$ cat src/stc_map.svh
// Address map, instruction codes, field positions and divider sizes of the slow tick counter
`ifndef STC_MAP_SVH
`define STC_MAP_SVH

`define STC_ADDR_W          8
`define STC_DATA_W          32

`define STC_OFS_INSTR       8'h00
`define STC_OFS_PARAM       8'h04
`define STC_OFS_SESSION     8'h08
`define STC_OFS_COUNT       8'h0C
`define STC_OFS_STATUS      8'h10

`define STC_CODE_DIV_STOP   8'h11
`define STC_CODE_DIV_RUN    8'h10
`define STC_CODE_SLEEP_ON   8'h21
`define STC_CODE_SLEEP_OFF  8'h20
`define STC_CODE_ECHO_ON    8'h31
`define STC_CODE_ECHO_OFF   8'h30
`define STC_CODE_FAST_ON    8'h41
`define STC_CODE_FAST_OFF   8'h40
`define STC_CODE_LOAD       8'h80

`define STC_COUNT_W         24
`define STC_COUNT_RESET     24'h000000
`define STC_COUNT_ONE       24'h000001
`define STC_HIGH_LSB        16
`define STC_MID_LSB         8
`define STC_LOW_LSB         0

`define STC_ST_HALT         0
`define STC_ST_SLEEP        1
`define STC_ST_ECHO         2
`define STC_ST_FAST         3
`define STC_ST_PENDING      4
`define STC_ST_SESSION      5
`define STC_ST_PULSE        6
`define STC_SESSION_BIT     0

`define STC_S1_BITS         2
`define STC_S2_BITS         13
`define STC_S3_BITS         5

`endif

$ cat src/stc_pkg.sv
// Types used by the slow tick counter core: mode bits and load sequencer states
package stc_pkg;

    typedef struct packed
    {
        logic halt;
        logic sleep;
        logic echo;
        logic fast;
    } stc_mode_t;

    typedef enum logic [2:0]
    {
        LD_IDLE,
        LD_HIGH,
        LD_MID,
        LD_LOW,
        LD_DONE
    } stc_load_t;

endpackage : stc_pkg

$ cat src/stc_core.sv
// Slow tick counter core: oscillator gate, counter, load sequencer, pulse output and register port
//
// What this block does
// Divide oscillator down to one tick per 32 seconds; tick increments 24-bit counter.
// Counter wraps from all ones to zero.
// Counter clears to zero at power-on.
// During a bus access the counter freezes; one tick is held and applied later.
// A load changes only the bytes received, high byte first.
// Counter does not advance while a load writes it.
// Divider halt clears stages two and three; stage one keeps running.
// Loads are accepted whether or not the divider is halted.
// No new ticks while the divider is halted; a tick already due or held is still applied.
// First tick after release may come up to one 8192 Hz period early.
// One interrupt pulse per increment, aligned with it, while clock echo is off.
// New counter value is readable when the pulse appears.
// Clock echo puts the oscillator square wave on the interrupt output.
// Deep sleep stops the oscillator and all ticks and pulses.
// Bus side still answers instructions in deep sleep.
// Bus commands reach divider and counter logic safely synchronised.
// Master reads in short bursts with a stop between reads.
// Master ends each access within 32 seconds or ticks are lost.
// Fast mode code 41h advances once per second; 40h disables it.
// Code 11h stops and clears divider, 10h restarts; first tick after a full period less up to three oscillator edges.
// Load code 80h then up to three bytes: bits 23:16, 15:8, 7:0.
// Sleep codes 21h/20h; clock echo codes 31h/30h.
// Interrupt pulse lasts until the next oscillator edge, starting with the increment.
// Counter survives deep sleep; counting resumes once oscillator runs again.
//
// Decided for this implementation: the address-and-strobe port and the address map.
`include "stc_map.svh"

module stc_core #(
    parameter int COUNT_W = `STC_COUNT_W,
    parameter int ADDR_W  = `STC_ADDR_W,
    parameter int DATA_W  = `STC_DATA_W
) (
    input  wire logic              ref_clk,     // System clock, 50 MHz
    input  wire logic              reset,       // Synchronous reset, active high
    input  wire logic              crystal_in,  // Oscillator input level
    output logic                   crystal_out, // Oscillator drive, low when stopped
    output logic                   int_out,     // Wake pulse or echoed oscillator
    input  wire logic [ADDR_W-1:0] bus_addr,    // Register address
    input  wire logic [DATA_W-1:0] bus_wdata,   // Write data
    input  wire logic              bus_wr,      // Write strobe
    input  wire logic              bus_rd,      // Read strobe
    output logic [DATA_W-1:0]      bus_rdata    // Read data, cycle after strobe
);

    stc_pkg::stc_mode_t mode;
    stc_pkg::stc_mode_t next_mode;
    stc_pkg::stc_load_t load_state;
    stc_pkg::stc_load_t next_load_state;

    logic [COUNT_W-1:0] count;
    logic [COUNT_W-1:0] next_count;
    logic               pending;
    logic               session;
    logic               osc_level;
    logic               pulse;
    logic               next_pulse;
    logic               tick;
    logic [7:0]         instr;

    // Replace one byte lane of the counter
    function automatic logic [COUNT_W-1:0] merge_byte(
        input logic [COUNT_W-1:0] cur,
        input logic [7:0]         val,
        input int                 lsb
    );
        logic [COUNT_W-1:0] mask;
        logic [COUNT_W-1:0] ins;
        mask = COUNT_W'(8'hFF) << lsb;
        ins  = COUNT_W'(val) << lsb;
        merge_byte = (cur & ~mask) | ins;
    endfunction : merge_byte

    // Address match shared by both strobes
    function automatic logic hit(
        input logic [ADDR_W-1:0] addr,
        input logic [ADDR_W-1:0] ofs
    );
        hit = (addr == ofs);
    endfunction : hit

    wire wr_instr   = bus_wr && hit(bus_addr, ADDR_W'(`STC_OFS_INSTR));
    wire wr_param   = bus_wr && hit(bus_addr, ADDR_W'(`STC_OFS_PARAM));
    wire wr_session = bus_wr && hit(bus_addr, ADDR_W'(`STC_OFS_SESSION));
    wire rd_count   = bus_rd && hit(bus_addr, ADDR_W'(`STC_OFS_COUNT));
    wire rd_status  = bus_rd && hit(bus_addr, ADDR_W'(`STC_OFS_STATUS));
    wire rd_session = bus_rd && hit(bus_addr, ADDR_W'(`STC_OFS_SESSION));
    wire rd_instr   = bus_rd && hit(bus_addr, ADDR_W'(`STC_OFS_INSTR));

    assign instr = bus_wdata[7:0];

    wire load_byte = wr_param && (load_state != stc_pkg::LD_IDLE)
                     && (load_state != stc_pkg::LD_DONE);

    // Any open session, load byte write or counter read freezes the counter
    wire busy = session || load_byte || rd_count;

    // Oscillator edges: the sampled pin is gated off entirely in deep sleep
    wire osc_edge = crystal_in && !osc_level && !mode.sleep;

    wire inc_req = tick || pending;
    // A tick due in deep sleep is held too, so the counter stays put until the oscillator runs
    wire hold    = busy || mode.sleep;
    wire do_inc  = inc_req && !hold;

    stc_prescaler #(
        .S1_BITS (`STC_S1_BITS),
        .S2_BITS (`STC_S2_BITS),
        .S3_BITS (`STC_S3_BITS)
    ) u_prescaler (
        .ref_clk  (ref_clk),
        .reset    (reset),
        .osc_edge (osc_edge),
        .halt     (mode.halt),
        .fast     (mode.fast),
        .tick     (tick)
    );

    // Instruction decode; keeps working in deep sleep so the master can wake the device
    always_comb
    begin
        next_mode = mode;
        if (wr_instr)
        begin
            case (instr)
                `STC_CODE_DIV_STOP:  next_mode.halt  = 1'b1;
                `STC_CODE_DIV_RUN:   next_mode.halt  = 1'b0;
                `STC_CODE_SLEEP_ON:  next_mode.sleep = 1'b1;
                `STC_CODE_SLEEP_OFF: next_mode.sleep = 1'b0;
                `STC_CODE_ECHO_ON:   next_mode.echo  = 1'b1;
                `STC_CODE_ECHO_OFF:  next_mode.echo  = 1'b0;
                `STC_CODE_FAST_ON:   next_mode.fast  = 1'b1;
                `STC_CODE_FAST_OFF:  next_mode.fast  = 1'b0;
                default:             next_mode       = mode;
            endcase
        end
    end

    // Load sequencer: bytes arrive high, mid, low; extra bytes are dropped
    always_comb
    begin
        next_load_state = load_state;
        if (wr_instr)
            next_load_state = (instr == `STC_CODE_LOAD) ? stc_pkg::LD_HIGH : stc_pkg::LD_IDLE;
        else if (wr_session && !bus_wdata[`STC_SESSION_BIT])
            next_load_state = stc_pkg::LD_IDLE;
        else if (wr_param)
        begin
            case (load_state)
                stc_pkg::LD_HIGH: next_load_state = stc_pkg::LD_MID;
                stc_pkg::LD_MID:  next_load_state = stc_pkg::LD_LOW;
                stc_pkg::LD_LOW:  next_load_state = stc_pkg::LD_DONE;
                stc_pkg::LD_DONE: next_load_state = stc_pkg::LD_DONE;
                default:          next_load_state = stc_pkg::LD_IDLE;
            endcase
        end
    end

    // Counter: a load wins over an increment; halt state does not block a load
    always_comb
    begin
        next_count = count;
        if (load_byte)
        begin
            case (load_state)
                stc_pkg::LD_HIGH: next_count = merge_byte(count, instr, `STC_HIGH_LSB);
                stc_pkg::LD_MID:  next_count = merge_byte(count, instr, `STC_MID_LSB);
                stc_pkg::LD_LOW:  next_count = merge_byte(count, instr, `STC_LOW_LSB);
                default:          next_count = count;
            endcase
        end
        else if (do_inc)
            next_count = count + COUNT_W'(`STC_COUNT_ONE);
    end

    // Pulse starts with the increment, ends at the next oscillator edge
    always_comb
    begin
        next_pulse = pulse;
        if (do_inc)
            next_pulse = 1'b1;
        else if (osc_edge || mode.sleep)
            next_pulse = 1'b0;
    end

    wire next_int = mode.echo ? (osc_level && !mode.sleep) : next_pulse;

    // Only one deferred tick is kept; a second one during the same access is lost
    wire next_pending = hold ? inc_req : 1'b0;

    always_ff @(posedge ref_clk)
    begin
        if (reset)
        begin
            count      <= `STC_COUNT_RESET;
            pending    <= 1'b0;
            load_state <= stc_pkg::LD_IDLE;
        end
        else
        begin
            count      <= next_count;
            pending    <= next_pending;
            load_state <= next_load_state;
        end
    end

    // Mode bits change only on a clock edge, so prescaler sees them settled
    always_ff @(posedge ref_clk)
    begin
        if (reset)
            mode <= '0;
        else
            mode <= next_mode;
    end

    always_ff @(posedge ref_clk)
    begin
        if (reset)
            session <= 1'b0;
        else if (wr_session)
            session <= bus_wdata[`STC_SESSION_BIT];
    end

    always_ff @(posedge ref_clk)
    begin
        if (reset)
        begin
            osc_level   <= 1'b0;
            crystal_out <= 1'b0;
        end
        else
        begin
            osc_level   <= crystal_in;
            crystal_out <= !crystal_in && !mode.sleep;
        end
    end

    always_ff @(posedge ref_clk)
    begin
        if (reset)
        begin
            pulse   <= 1'b0;
            int_out <= 1'b0;
        end
        else
        begin
            pulse   <= next_pulse;
            int_out <= next_int;
        end
    end

    // Read data
    wire [DATA_W-1:0] status_word = DATA_W'({pulse, session, pending, mode.fast,
                                              mode.echo, mode.sleep, mode.halt});
    wire [DATA_W-1:0] read_mux =
        rd_count   ? DATA_W'(count) :
        rd_status  ? status_word :
        rd_session ? DATA_W'(session) :
        rd_instr   ? DATA_W'(load_state) :
                     '0;

    always_ff @(posedge ref_clk)
    begin
        if (reset)
            bus_rdata <= '0;
        else
            bus_rdata <= read_mux;
    end

endmodule : stc_core

$ cat src/stc_prescaler.sv
// Three stage prescaler from oscillator edges down to the counter tick
`include "stc_map.svh"

module stc_prescaler #(
    parameter int S1_BITS = `STC_S1_BITS,
    parameter int S2_BITS = `STC_S2_BITS,
    parameter int S3_BITS = `STC_S3_BITS
) (
    input  wire logic ref_clk,   // System clock
    input  wire logic reset,     // Synchronous reset, active high
    input  wire logic osc_edge,  // One pulse per oscillator period
    input  wire logic halt,      // Hold stages two and three cleared
    input  wire logic fast,      // Tick once per second
    output logic      tick       // One cycle pulse per count step
);

    logic [S1_BITS-1:0] stage1;
    logic [S2_BITS-1:0] stage2;
    logic [S3_BITS-1:0] stage3;

    wire s1_carry = osc_edge && (&stage1);
    wire s2_carry = s1_carry && (&stage2);
    wire s3_carry = s2_carry && (&stage3);
    wire next_tick = !halt && (fast ? s2_carry : s3_carry);

    // Stage one free-runs so its phase is unknown at a restart
    always_ff @(posedge ref_clk)
    begin
        if (reset)
            stage1 <= '0;
        else if (osc_edge)
            stage1 <= stage1 + 1'b1;
    end

    always_ff @(posedge ref_clk)
    begin
        if (reset || halt)
        begin
            stage2 <= '0;
            stage3 <= '0;
        end
        else
        begin
            if (s1_carry)
                stage2 <= stage2 + 1'b1;
            if (s2_carry)
                stage3 <= stage3 + 1'b1;
        end
    end

    always_ff @(posedge ref_clk)
    begin
        if (reset)
            tick <= 1'b0;
        else
            tick <= next_tick;
    end

endmodule : stc_prescaler

$ cat config.mk
export PLATFORM = sky130hd
export DESIGN_NAME = stc_core
export DESIGN_NICKNAME = d
export VERILOG_FILES = /design/src/stc_pkg.sv /design/src/stc_core.sv /design/src/stc_prescaler.sv
export VERILOG_INCLUDE_DIRS = /design/src /design/src/src
export SDC_FILE = /design/constraint.sdc
export NUM_CORES = 1
export LEC_CHECK = 0
export ABC_AREA = 1
export BUFFER_PORTS_ARGS = -buffer_cell sky130_fd_sc_hd__clkbuf_2
export CAP_MARGIN = 20
export CORE_UTILIZATION = 36
export DETAILED_ROUTE_END_ITERATION = 7
export PLACE_DENSITY = 0.59
export SETUP_SLACK_MARGIN = 0.4
export SLEW_MARGIN = 20
export SYNTH_ARGS = -nofsm -noshare
export SYNTH_HDL_FRONTEND = slang
export SYNTH_SLANG_ARGS = --single-unit
$ cat constraint.sdc
create_clock -name ref_clk -period 1.6 [get_ports ref_clk]
set_input_delay 0 -clock ref_clk [delete_from_list [all_inputs] [get_ports ref_clk]]
set_output_delay 0 -clock ref_clk [all_outputs]
set_load 0.02 [all_outputs]
==> Yosys cells after proc, flatten, opt, wreduce, memory -nomap -nowiden <==
Index checks and enable logic that the tools add are counted.
W data, S select, Z words.
{ "word_totals": {"regBits": 90, "input_bits": 45, "elab_cells": 115} }
{ "op_classes": {"add_sub_neg": 4, "n_eq_ne": 19, "n_mux": 20, "bitwise_logic": 4, "n_reduce_logical": 50} }
{ "op_table": {"columns": ["op", "count"], "rows": [
  ["$mux W24", 3],
  ["$pmux W24 S3", 1],
  ["$eq A8 B6 Y1 const B", 4],
  ["$add A24 B1 Y24 const B", 1],
  ["$eq A8 B5 Y1 const B", 3],
  ["$or A16 B24 Y24", 1],
  ["$or A24 B16 Y24", 1],
  ["$or A24 B8 Y24", 1],
  ["$logic_and A1 B1 Y1", 19],
  ["$eq A8 B4 Y1 const B", 2],
  ["$eq A8 B7 Y1 const B", 2],
  ["$mux W3", 5],
  ["$add A13 B1 Y13 const B", 1],
  ["$reduce_and A13 Y1", 1],
  ["$reduce_and A2 Y1", 6],
  ["$reduce_bool A2 Y1", 5],
  ["$pmux W3 S3", 1],
  ["$eq A8 B3 Y1 const B", 1],
  ["$eq A8 B8 Y1 const B", 1],
  ["$logic_not A8 Y1", 1],
  ["$pmux W1 S2", 4],
  ["$mux W7", 1],
  ["$eq A3 B2 Y1 const B", 2],
  ["$logic_not A1 Y1", 6],
  ["13 further kinds", 24]
]} }

==> Depth between registers and ports, before layout <==
Gate-level depths: netlist (run 1).
{ "depth": {"word_depth": 11, "depth_mapped": 11} }

==> Hierarchy <==
From an unflattened synthesis (run 1), not the netlist that was laid out.
{ "unflattened": {"hier_cells": 738, "hier_area_um2": 4744.6} }
{ "modules_own_cells": {"columns": ["mod", "n_inst", "cells_per_inst", "area_per_inst_um2", "seq_area_each_um2"], "rows": [
  ["stc_core", 1, 588, 3718.6, 1221.2],
  ["stc_prescaler", 1, 150, 1026.0, 420.4]
]} }

==> Least setup slack after synthesis (run 1) <==
OpenSTA, ideal clock, no wires.
{ "synth_path": {"path_type": "reg2reg", "from": "reg count[1]", "to": "reg count[8]", "setup_time_ps": 116, "arrival_ps": 1376, "required_ps": 1484, "setup_slack_ps": 109, "stages_incl_launch_ff": 11, "synth_period_minus_slack_ps": 1491, "path_cell_list": "dfxtp_1 -> ha_1 -> nand2_1 -> nor2_1 -> nand2_1 -> inv_1 -> nor2_1 -> o21ai_0 -> o21ai_0 -> nor2_1 -> nor2_1"} }
{ "synth_between": {"elab_chain_cells": 3} }
{ "synth_lines": {"columns": ["item", "line_no", "rtl"], "rows": [
  ["start: declaration", "stc_core.sv:54", "logic [COUNT_W-1:0] count;"],
  ["start signal: assignment", "stc_core.sv:198", "count <= `STC_COUNT_RESET;"],
  ["start signal: assignment", "stc_core.sv:204", "count <= next_count;"],
  ["$add A24 B1 Y24", "stc_core.sv:176", "next_count = count + COUNT_W'(`STC_COUNT_ONE);"],
  ["$mux W24", "stc_core.sv:175", "else if (do_inc)"],
  ["$mux W24", "stc_core.sv:166", "if (load_byte)"]
]} }
No other way between the ends. The select of a mux whose other input is x is not followed.
A chain may end at the register's enable or synchronous reset.

==> Final worst setup path (run 1) <==
{ "layout_path": {"from": "reg count[1]", "to": "reg count[12]"} }
Same word-level chain as after synthesis.

==> results of run 1 <==
-- layout make-up --
type | count | area share
Clock buffer | 10 | 0.0353
Clock inverter | 6 | 0.0105
Sequential cell | 82 | 0.254
Timing Repair Buffer | 119 | 0.143
Timing Repair inverter | 1 | 0.00167
Tap cell | 168 | 0.0311
Inverter | 87 | 0.0572
Multi-Input combinational cell | 528 | 0.467
-- layer usage --
| metal | up-vias | share of wire | GRT usage |
|---|---|---|---|
| met5 | - | 0 | 0 |
| met4 | 0 | 0.033 | 0.104 |
| met3 | 44 | 0.066 | 0.0580 |
| met2 | 180 | 0.47 | 0.368 |
| met1 | 2443 | 0.43 | 0.283 |
| li1 | 2527 | - | - |
-- worst max-delay path, delay by kind of cell, from the launching register on --
| kind | cells | cell delay (ns) |
|---|---|---|
| xor gates and xnor gates | 1 | 0.15 |
| adders and majority gates | 1 | 0.15 |
| buffers and inverters | 1 | 0.14 |
| DFF | 1 | 0.38 |
| and+or+nand+nor | 7 | 0.57 |
-- cells in the mapped netlist (3+ instances only) --
cell / n
nor3_1: 13
inv_2: 3
buf_6: 4
a22oi_1: 10
nand4_1: 10
xor2_1: 7
nand2_1: 162
o22ai_1: 8
inv_1: 83
ha_1: 5
nor2_2: 4
a21oi_1: 30
o211ai_1: 10
dfxtp_1: 82
o21ai_0: 57
buf_4: 9
clkbuf_1: 10
nand3_1: 45
nand2_2: 6
nor2_1: 132
nand3_4: 3
-- stage by stage --
stage	util	hold WS, ns	setup slack (ns)	cell area (sq um)
after floorplan	-	0.0768	0.271	4760
after global placement	0.419	0.246	0.0787	5120
after detailed placement	0.419	0.245	0.0221	5120
after CTS	0.506	-0.119	0.199	6180
after global routing	0.554	0.0809	0.0135	6760
final	0.554	0.0499	0.108	6760
-- cell families (layout without fill, tap and decap cells) --
family                   count (synthesis)  count (layout)  synth area share
AO/OA/AOI/OAI                          119             119             0.144
XOR/XNOR                                 8               8            0.0153
adder cells (fa/ha/maj)                  5               5            0.0137
buffers and inverters                  113             223             0.108
flip-flops                              82              82             0.358
other                                    1               8          0.000818
AND/OR/NAND/NOR                        384             388             0.360
-- final timing paths --
| check | slack [ns] | startpoint | endpoint | depth (start not counted) |
|---|---|---|---|---|
| worst min-delay path | 0.05 | bus_wr | session | 3 |
| worst max register to register | 0.11 | count[1] | count[12] | 10 |
| worst min register to register | 0.47 | u_prescaler.stage3[3] | u_prescaler.stage3[3] | 2 |
| worst max-delay path | 0.11 | count[1] | count[12] | 10 |
-- timing repair --
action | in CTS | in global routing
gates cloned | 5 | 3
hold buffers | 3 | 1
pin swaps | 36 | 40
setup buffers | 37 | 17
endpoints found under the setup margin | 42 | 74
gates resized for setup | 122 | 115
endpoints found under the hold margin | 9 | 2
-- state kept, by name (all words and copies together) (netlist names) --
register,flops
bus_rdata,24
count,24
u_prescaler.stage2,13
u_prescaler.stage3,5
mode,4
load_state,3
u_prescaler.stage1,2
crystal_out,1
int_out,1
osc_level,1
pending,1
pulse,1
session,1
u_prescaler.tick,1
-- power by group --
part | switching, mW | internal (mW)
registers | 0.00786 | 2.03
logic | 0.158 | 0.0788
clock network | 0.921 | 1.27
total | 1.09 | 3.37
==> flow_metrics.env, run 1 <==
export IMPL_fin_skew_ns=0.0116
export IMPL_start_util=0.375
export IMPL_cts_buffer_depth=2
export IMPL_yosysWarnings=0
export IMPL_finalSetupViolations=0
export IMPL_synth_edf_count=0
export IMPL_final_layout_size_suffix_gt1_frac=0.376
export IMPL_fillers=1165
export IMPL_tightest_slew_ns=0.599
export IMPL_async_flop_share=0
export IMPL_wl_um=15300
export IMPL_die_width_um=115
export IMPL_cp_cell_sequence="ha_4 > nand2_4 > nor2_4 > buf_4 > nand3_1 > xor2_1 > nand2_1 > nand2_1 > nor2_1 > nor2_1"
export IMPL_worstSetupPathType="register to register"
export IMPL_yosysSeqAreaShare=0.358
export IMPL_fp_dieArea_sq_mm=0.0132
export IMPL_via_per_inst=5.19
export IMPL_syn_area_sq_mm=0.00458
export IMPL_finalHoldViolCount=0
export IMPL_htreeDepth=3
export IMPL_synth_area_leaders="dfxtp_1 (36%), nand2_1 (13%), nor2_1 (11%), inv_1 (6.8%), o21ai_0 (6.2%)"
export IMPL_die_h_um=115
export IMPL_status="completed"
export IMPL_dp_cells=919
export IMPL_drc=0
export IMPL_cpPeakStageDelay_ns=0.38
export IMPL_gp_congestion=0.905
export IMPL_grt_max_degree=32
export IMPL_total_power_mw=4.46
export IMPL_route_vias_total=5194
export IMPL_std_cell_rows=40
export IMPL_maxCapViolCount=0
export IMPL_synth_area_leader_cell="dfxtp_1"
export IMPL_cts_buffers=9
export IMPL_rsz0062_at_grt="yes"
export IMPL_hp_class="primary input to register"
export IMPL_worstPathArrival_ns=1.75
export IMPL_endpoint_kind="register"
export IMPL_core_area_sq_mm=0.0122
export IMPL_worst_path_max_fanout=5
export IMPL_final_cells=1001
export IMPL_dpl_hpwl_um=9420
export IMPL_antenna_cells=0
export IMPL_clkTransAtPathRegs_ns=0.07
export IMPL_synth_cells=712
export IMPL_post_route_min_period_ns=1.49
export IMPL_drt_antenna_violating_nets=0
export IMPL_grt_use_total=0.227
export IMPL_cpMaxStageDelayCell="dfxtp_4"
export IMPL_drtIter0Drc=372
export IMPL_cp_start_kind="register"
export IMPL_required_ns=1.86
export IMPL_clk_root_buffer_cell="clkbuf_16"
export IMPL_avgSynthCellArea_sq_um=6.44
export IMPL_multiInputGateArea_sq_mm=0.00316
export IMPL_grt_pass1_wl_um=23000
export IMPL_final_cell_mix="nand2_1 (134), nor2_1 (98), inv_1 (69), dfxtp_1 (50)"
export IMPL_ys_flop_type="dfxtp_1"
export IMPL_power_density_mw_per_mm2=659
export IMPL_port_buffers=46
export IMPL_cts_tree="done"
export IMPL_netlist_cell_type_count=33
export IMPL_grt_pass1_vias=4790
export IMPL_grt_antenna_before_repair=0
export IMPL_num_io_pins=79
export IMPL_max_slew_margin=0.597
export IMPL_wire_per_inst_um=15.3
export IMPL_clk_latency_ns=0.36
export IMPL_synth_seq_cells=82
export IMPL_ir_drop_v=0.000589
export IMPL_fin_setup_tns_ns=0
export IMPL_grt_overflow=0
export IMPL_fin_nets=878
export IMPL_synth_top_area_share=0.358
export IMPL_fmax_mhz=670
export IMPL_first_pass_iters=5
export IMPL_leakagePower_nw=2.86
export IMPL_clkSinkCount=82
export IMPL_syn_to_final_growth_pct=47.5
export IMPL_seq_area_sq_mm=0.00172
export IMPL_drv_slew=0
export IMPL_final_period_utilization=0.933
export IMPL_final_common_cell="nand2_1"
No activity file was read; power rests on OpenSTA's default activity.
==> inputs of run 2 (changes only) <==
--- a/config.mk
+++ b/config.mk
@@ -16,4 +16,5 @@
 export SLEW_MARGIN = 20
 export SYNTH_ARGS = -nofsm -noshare
 export SYNTH_HDL_FRONTEND = slang
+export SYNTH_HIERARCHICAL = 1
 export SYNTH_SLANG_ARGS = --single-unit
==> flow_metrics.env, run 2 <==
export IMPL_hold_start="bus_wdata[4]"
export IMPL_wl_um=15200
export IMPL_status="completed"
export IMPL_drtIter0Drc=347
export IMPL_synth_area_leader_cell="dfxtp_1"
export IMPL_yosysSeqAreaShare=0.346
export IMPL_route_vias_total=5169
export IMPL_worst_path_max_fanout=4
export IMPL_yosysWarnings=6
export IMPL_ir_drop_v=0.000582
export IMPL_fin_setup_tns_ns=0
export IMPL_async_flop_share=0
export IMPL_fin_ws_ns=0.152
export IMPL_fmax_mhz=691
export IMPL_power_density_mw_per_mm2=639
export IMPL_synth_compound_area_frac=0.122
export IMPL_finalHoldViolCount=0
export IMPL_synth_fa_ha_area_frac=0.0132
export IMPL_cts_tree="done"
export IMPL_maxCapViolCount=0
export IMPL_die_width_um=117
export IMPL_timing_rr_start="count[1]"
export IMPL_via_per_inst=5.01
export IMPL_first_pass_iters=5
export IMPL_fin_skew_ns=0.00951
export IMPL_drc=0
export IMPL_synth_cells=738
export IMPL_rsz0062_at_grt="yes"
export IMPL_synth_common_cells="nand2_1 (199), nor2_1 (132), dfxtp_1 (82), inv_1 (82), o21ai_0 (51)"
export IMPL_antenna_cells=0
export IMPL_syn_area_sq_mm=0.00474
export IMPL_required_ns=1.85
export IMPL_fp_dieArea_sq_mm=0.0136
export IMPL_yosysMostFrequentCell="nand2_1"
export IMPL_final_layout_size_suffix_gt1_frac=0.349
export IMPL_grt_pass1_vias=4748
export IMPL_clkSinkCount=82
export IMPL_drt_antenna_violating_nets=0
export IMPL_worstSetupPathType="register to register"
export IMPL_clk_root_buffer_cell="clkbuf_16"
export IMPL_fin_nets=904
export IMPL_clkTransAtPathRegs_ns=0.06
export IMPL_hp_class="primary input to register"
export IMPL_synth_area_leaders="dfxtp_1 (35%), nand2_1 (16%), nor2_1 (10%), inv_1 (6.5%), o21ai_0 (5.4%)"
export IMPL_std_cell_rows=41
export IMPL_synthMuxAreaShare=0.00211
export IMPL_leakagePower_nw=2.86
export IMPL_final_cell_mix="nand2_1 (170), nor2_1 (99), inv_1 (72), dfxtp_1 (56), clkbuf_2 (46)"
export IMPL_synth_seq_cells=82
export IMPL_grt_use_total=0.232
export IMPL_synth_xor_area_share=0.0185
export IMPL_synth_top_family_by_area="simple AND/OR/NAND/NOR gates"
export IMPL_netlist_cell_type_count=42
export IMPL_synth_top_area_share=0.346
export IMPL_final_period_utilization=0.905
export IMPL_grt_max_degree=21
export IMPL_clk_latency_ns=0.36
export IMPL_grt_overflow=0
export IMPL_gp_congestion=0.872
export IMPL_grt_pass1_wl_um=23900
export IMPL_cts_buffer_depth=2
export IMPL_ys_flop_type="dfxtp_1"
export IMPL_finalSetupViolations=0
export IMPL_drv_slew=0
export IMPL_fillers=1246
export IMPL_cp_start_kind="register"
export IMPL_htreeDepth=3
export IMPL_avgSynthCellArea_sq_um=6.43
export IMPL_final_common_cell="nand2_1"
export IMPL_core_area_sq_mm=0.0127
export IMPL_num_io_pins=79
export IMPL_timing_critical_path_from="count[1]"
export IMPL_reg_top3="bus_rdata (24), count (24), u_prescaler/stage2 (13)"
export IMPL_syn_to_final_growth_pct=42.7
export IMPL_synthSimpleGateAreaFrac=0.386
export IMPL_worstPathArrival_ns=1.69
export IMPL_endpoint_kind="register"
export IMPL_synth_edf_count=0
export IMPL_post_route_min_period_ns=1.45
export IMPL_start_util=0.373
export IMPL_grt_antenna_before_repair=0
export IMPL_die_h_um=117
export IMPL_place_ws_ns=0.0875
export IMPL_port_buffers=46
export IMPL_wire_per_inst_um=14.8
export IMPL_dpl_hpwl_um=9310
export IMPL_cts_buffers=9
==> run 2: cells by family (layout without fill, tap and decap cells) <==
family                     Yosys count  in the layout
DFF                                 82             82
muxes                                1              1
and+or+nand+nor                    422            427
other                                1              8
xor gates and xnor gates            10             10
adders and majority gates            5              5
AOI/OAI and AO/OA                  104            104
buffers and inverters              113            222
==> run 2: repair_timing <==
action,CTS,global route
hold buffers,4,1
pin swaps,40,57
cloned,8,1
hold endpoints to repair,4,1
buffers inserted,29,10
gates resized for setup,72,108
setup endpoints to repair,44,49
==> run 2: path summary, 6_finish.rpt <==
| check | end | slack [ns] | cells after the start |
|---|---|---|---|
| worst min register to register | bus_rdata[6] | 0.47 | 2 |
| worst min-delay path | mode[2] | 0.009 | 4 |
| worst max-delay path | count[16] | 0.15 | 10 |
| worst max register to register | count[16] | 0.15 | 10 |
==> run 2: stage by stage <==
step           hold slack [ns]  std cells   util  power, mW  area [sq um]
6_report               0.00932       1031  0.532       4.32          6770
5_1_grt                 0.0429       1031  0.532       4.49          6770
4_1_cts                 -0.163       1019  0.496       4.35          6310
3_5_place_dp             0.205        962  0.419       2.28          5340
3_3_place_gp             0.211        962  0.419       2.28          5340
2_1_floorplan           0.0724        745      -       2.22          4910
==> run 2: critical path, cell delays in order (launching register included) <==
cell,delay [ns]
dfxtp_4,0.38
ha_4,0.16
nand3_4,0.07
nor2_4,0.16
nand2_2,0.10
nor3_2,0.11
nand2_1,0.11
nand2_2,0.08
nand3b_1,0.07
nand2_1,0.06
nor2_1,0.04
==> run 2: metal layers <==
metal,part of all wire,vias to the layer above,global-route usage
li1,-,2574,-
met1,0.45,2339,0.305
met2,0.44,206,0.353
met3,0.078,50,0.0608
met4,0.036,0,0.114
met5,0,-,0
==> run 2: layout make-up <==
type | instances | area [sq um] | area share
multi-input combinational | 555 | 3160 | 0.467
sequential | 82 | 1700 | 0.251
timing repair buffer | 118 | 1030 | 0.152
inverter | 88 | 372 | 0.0549
clock buffer | 12 | 236 | 0.0349
tap | 172 | 215 | 0.0318
clock inverter | 4 | 52.6 | 0.00776
==> run 2: power breakdown <==
part,switching (mW),leakage (nW),internal [mW]
Combinational,0.140,2.05,0.0750
Sequential,0.00530,0.677,2.03
Clock,0.859,0.141,1.21
Total,1.00,2.86,3.32
==> inputs of run 3 (changes only) <==
--- a/config.mk
+++ b/config.mk
@@ -12,6 +12,7 @@
 export CORE_UTILIZATION = 36
 export DETAILED_ROUTE_END_ITERATION = 7
 export PLACE_DENSITY = 0.59
+export RECOVER_POWER = 100
 export SETUP_SLACK_MARGIN = 0.4
 export SLEW_MARGIN = 20
 export SYNTH_ARGS = -nofsm -noshare
==> flow_metrics.env, run 3 (synthesis gave the netlist of run 2 again) <==
export IMPL_start_util=0.373
export IMPL_fin_skew_ns=0.00857
export IMPL_grt_max_degree=21
export IMPL_final_period_utilization=0.951
export IMPL_grt_antenna_before_repair=0
export IMPL_status="completed"
export IMPL_core_area_sq_mm=0.0127
export IMPL_path_buf_inv=2
export IMPL_worstPathArrival_ns=1.76
export IMPL_post_route_min_period_ns=1.52
export IMPL_clkTransAtPathRegs_ns=0.06
export IMPL_cpLargestDelayFamily="simple AND/OR/NAND/NOR gates"
export IMPL_clkSinkCount=82
export IMPL_final_layout_size_suffix_gt1_frac=0.304
export IMPL_worstSetupPathType="register to register"
export IMPL_critPathMostFrequentCell="nor2_1"
export IMPL_cp_cell_sequence="inv_2 > nand2_4 > nand3_2 > buf_6 > nand3_4 > nand2_2 > o21ai_0 > nor2_1 > nor2_1"
export IMPL_worst_path_max_fanout=6
export IMPL_dpl_hpwl_um=9310
export IMPL_antenna_cells=0
export IMPL_reg_top3="bus_rdata (24), count (24), u_prescaler/stage2 (13)"
export IMPL_fmax_mhz=657
export IMPL_required_ns=1.84
export IMPL_die_h_um=117
export IMPL_num_io_pins=79
export IMPL_port_buffers=46
export IMPL_cts_buffer_depth=2
export IMPL_clk_root_buffer_cell="clkbuf_16"
export IMPL_rsz0062_at_grt="yes"
export IMPL_power_density_mw_per_mm2=650
export IMPL_cts_tree="done"
export IMPL_drv_slew=0
export IMPL_leakagePower_nw=2.74
export IMPL_fin_area_sq_mm=0.00664
export IMPL_hp_class="primary input to register"
export IMPL_final_common_cell="nand2_1"
export IMPL_drt_antenna_violating_nets=0
export IMPL_first_pass_iters=5
export IMPL_wl_um=15200
export IMPL_final_cell_mix="nand2_1 (170), nor2_1 (103), inv_1 (72), dfxtp_1 (57), clkbuf_1 (36)"
export IMPL_final_cells=1031
export IMPL_fin_setup_tns_ns=0
export IMPL_via_per_inst=5.02
export IMPL_grt_use_total=0.232
export IMPL_die_width_um=117
export IMPL_reg2reg_setup_slack_ns=0.08
export IMPL_std_cell_rows=41
export IMPL_fp_dieArea_sq_mm=0.0136
export IMPL_place_area_sq_mm=0.00534
export IMPL_cp_start_kind="register"
export IMPL_endpoint_kind="register"
export IMPL_drc=0
export IMPL_cpPeakStageDelay_ns=0.36
export IMPL_clk_latency_ns=0.35
export IMPL_grt_overflow=0
export IMPL_route_vias_total=5175
export IMPL_gp_congestion=0.872
export IMPL_cts_buffers=9
export IMPL_dp_cells=962
export IMPL_fin_nets=904
export IMPL_cpMaxStageDelayCell="dfxtp_4"
export IMPL_finalSetupViolations=0
export IMPL_syn_to_final_growth_pct=40.0
export IMPL_htreeDepth=3
export IMPL_wire_per_inst_um=14.8
export IMPL_maxCapViolCount=0
export IMPL_ir_drop_v=0.000581
export IMPL_grt_pass1_wl_um=23900
export IMPL_finalHoldViolCount=0
export IMPL_drtIter0Drc=339
export IMPL_grt_pass1_vias=4748
export IMPL_fillers=1267
## run 3: area by class of cell
class,count,area [sq um],share of cell area
Inverter,88,369,0.0556
Tap cell,172,215,0.0324
Clock buffer,12,236,0.0356
Multi-Input combinational cell,555,3110,0.469
Timing Repair Buffer,118,955,0.144
Sequential cell,82,1700,0.256
Clock inverter,4,52.6,0.00791
## run 3: what timing repair did
| action | in CTS | in global routing |
|---|---|---|
| gates resized for setup | 72 | 108 |
| pin swaps | 40 | 57 |
| cloned | 8 | 1 |
| setup buffers | 29 | 10 |
| hold buffers | 4 | 1 |
| endpoints found under the setup margin | 44 | 49 |
| endpoints found under the hold margin | 4 | 1 |
## run 3: where the power goes
part | internal (mW) | leakage (nW) | total [mW] | switching (mW)
clock | 1.21 | 0.141 | 2.07 | 0.855
combinational | 0.0709 | 1.92 | 0.210 | 0.139
sequential | 2.03 | 0.677 | 2.04 | 0.00529
total | 3.31 | 2.74 | 4.31 | 0.999
## run 3: path summary, 6_finish.rpt
path	depth (start not counted)	to	startpoint
max reg2reg	9	count[17]	load_state[0]
min reg2reg	2	bus_rdata[6]	pulse
max	9	count[17]	load_state[0]
min	4	mode[2]	bus_wdata[4]
## run 3: metal layers
layer  wire length [um]  GRT usage  share of wire
met5                  0          0              0
met4                581      0.114          0.038
met2               6650      0.353           0.44
met3               1290     0.0608          0.085
met1               6710      0.305           0.44
## run 3: metrics by stage
| step | utilization | setup slack, ns | power, mW | hold WS (ns) |
|---|---|---|---|---|
| floorplan | - | 0.225 | 2.22 | 0.0724 |
| global placement | 0.419 | 0.0971 | 2.28 | 0.211 |
| detailed placement | 0.419 | 0.0875 | 2.28 | 0.205 |
| CTS | 0.496 | 0.164 | 4.35 | -0.163 |
| global route | 0.522 | 0.0116 | 4.48 | 0.0430 |
| finish | 0.522 | 0.0787 | 4.31 | 0.0150 |
## run 3: worst reg2reg max path: stages, from the launching register on
cell     delay [ns]
dfxtp_4        0.36
inv_2          0.07
nand2_4        0.05
nand3_2        0.09
buf_6          0.14
nand3_4        0.17
nand2_2        0.25
o21ai_0        0.13
nor2_1         0.10
nor2_1         0.05
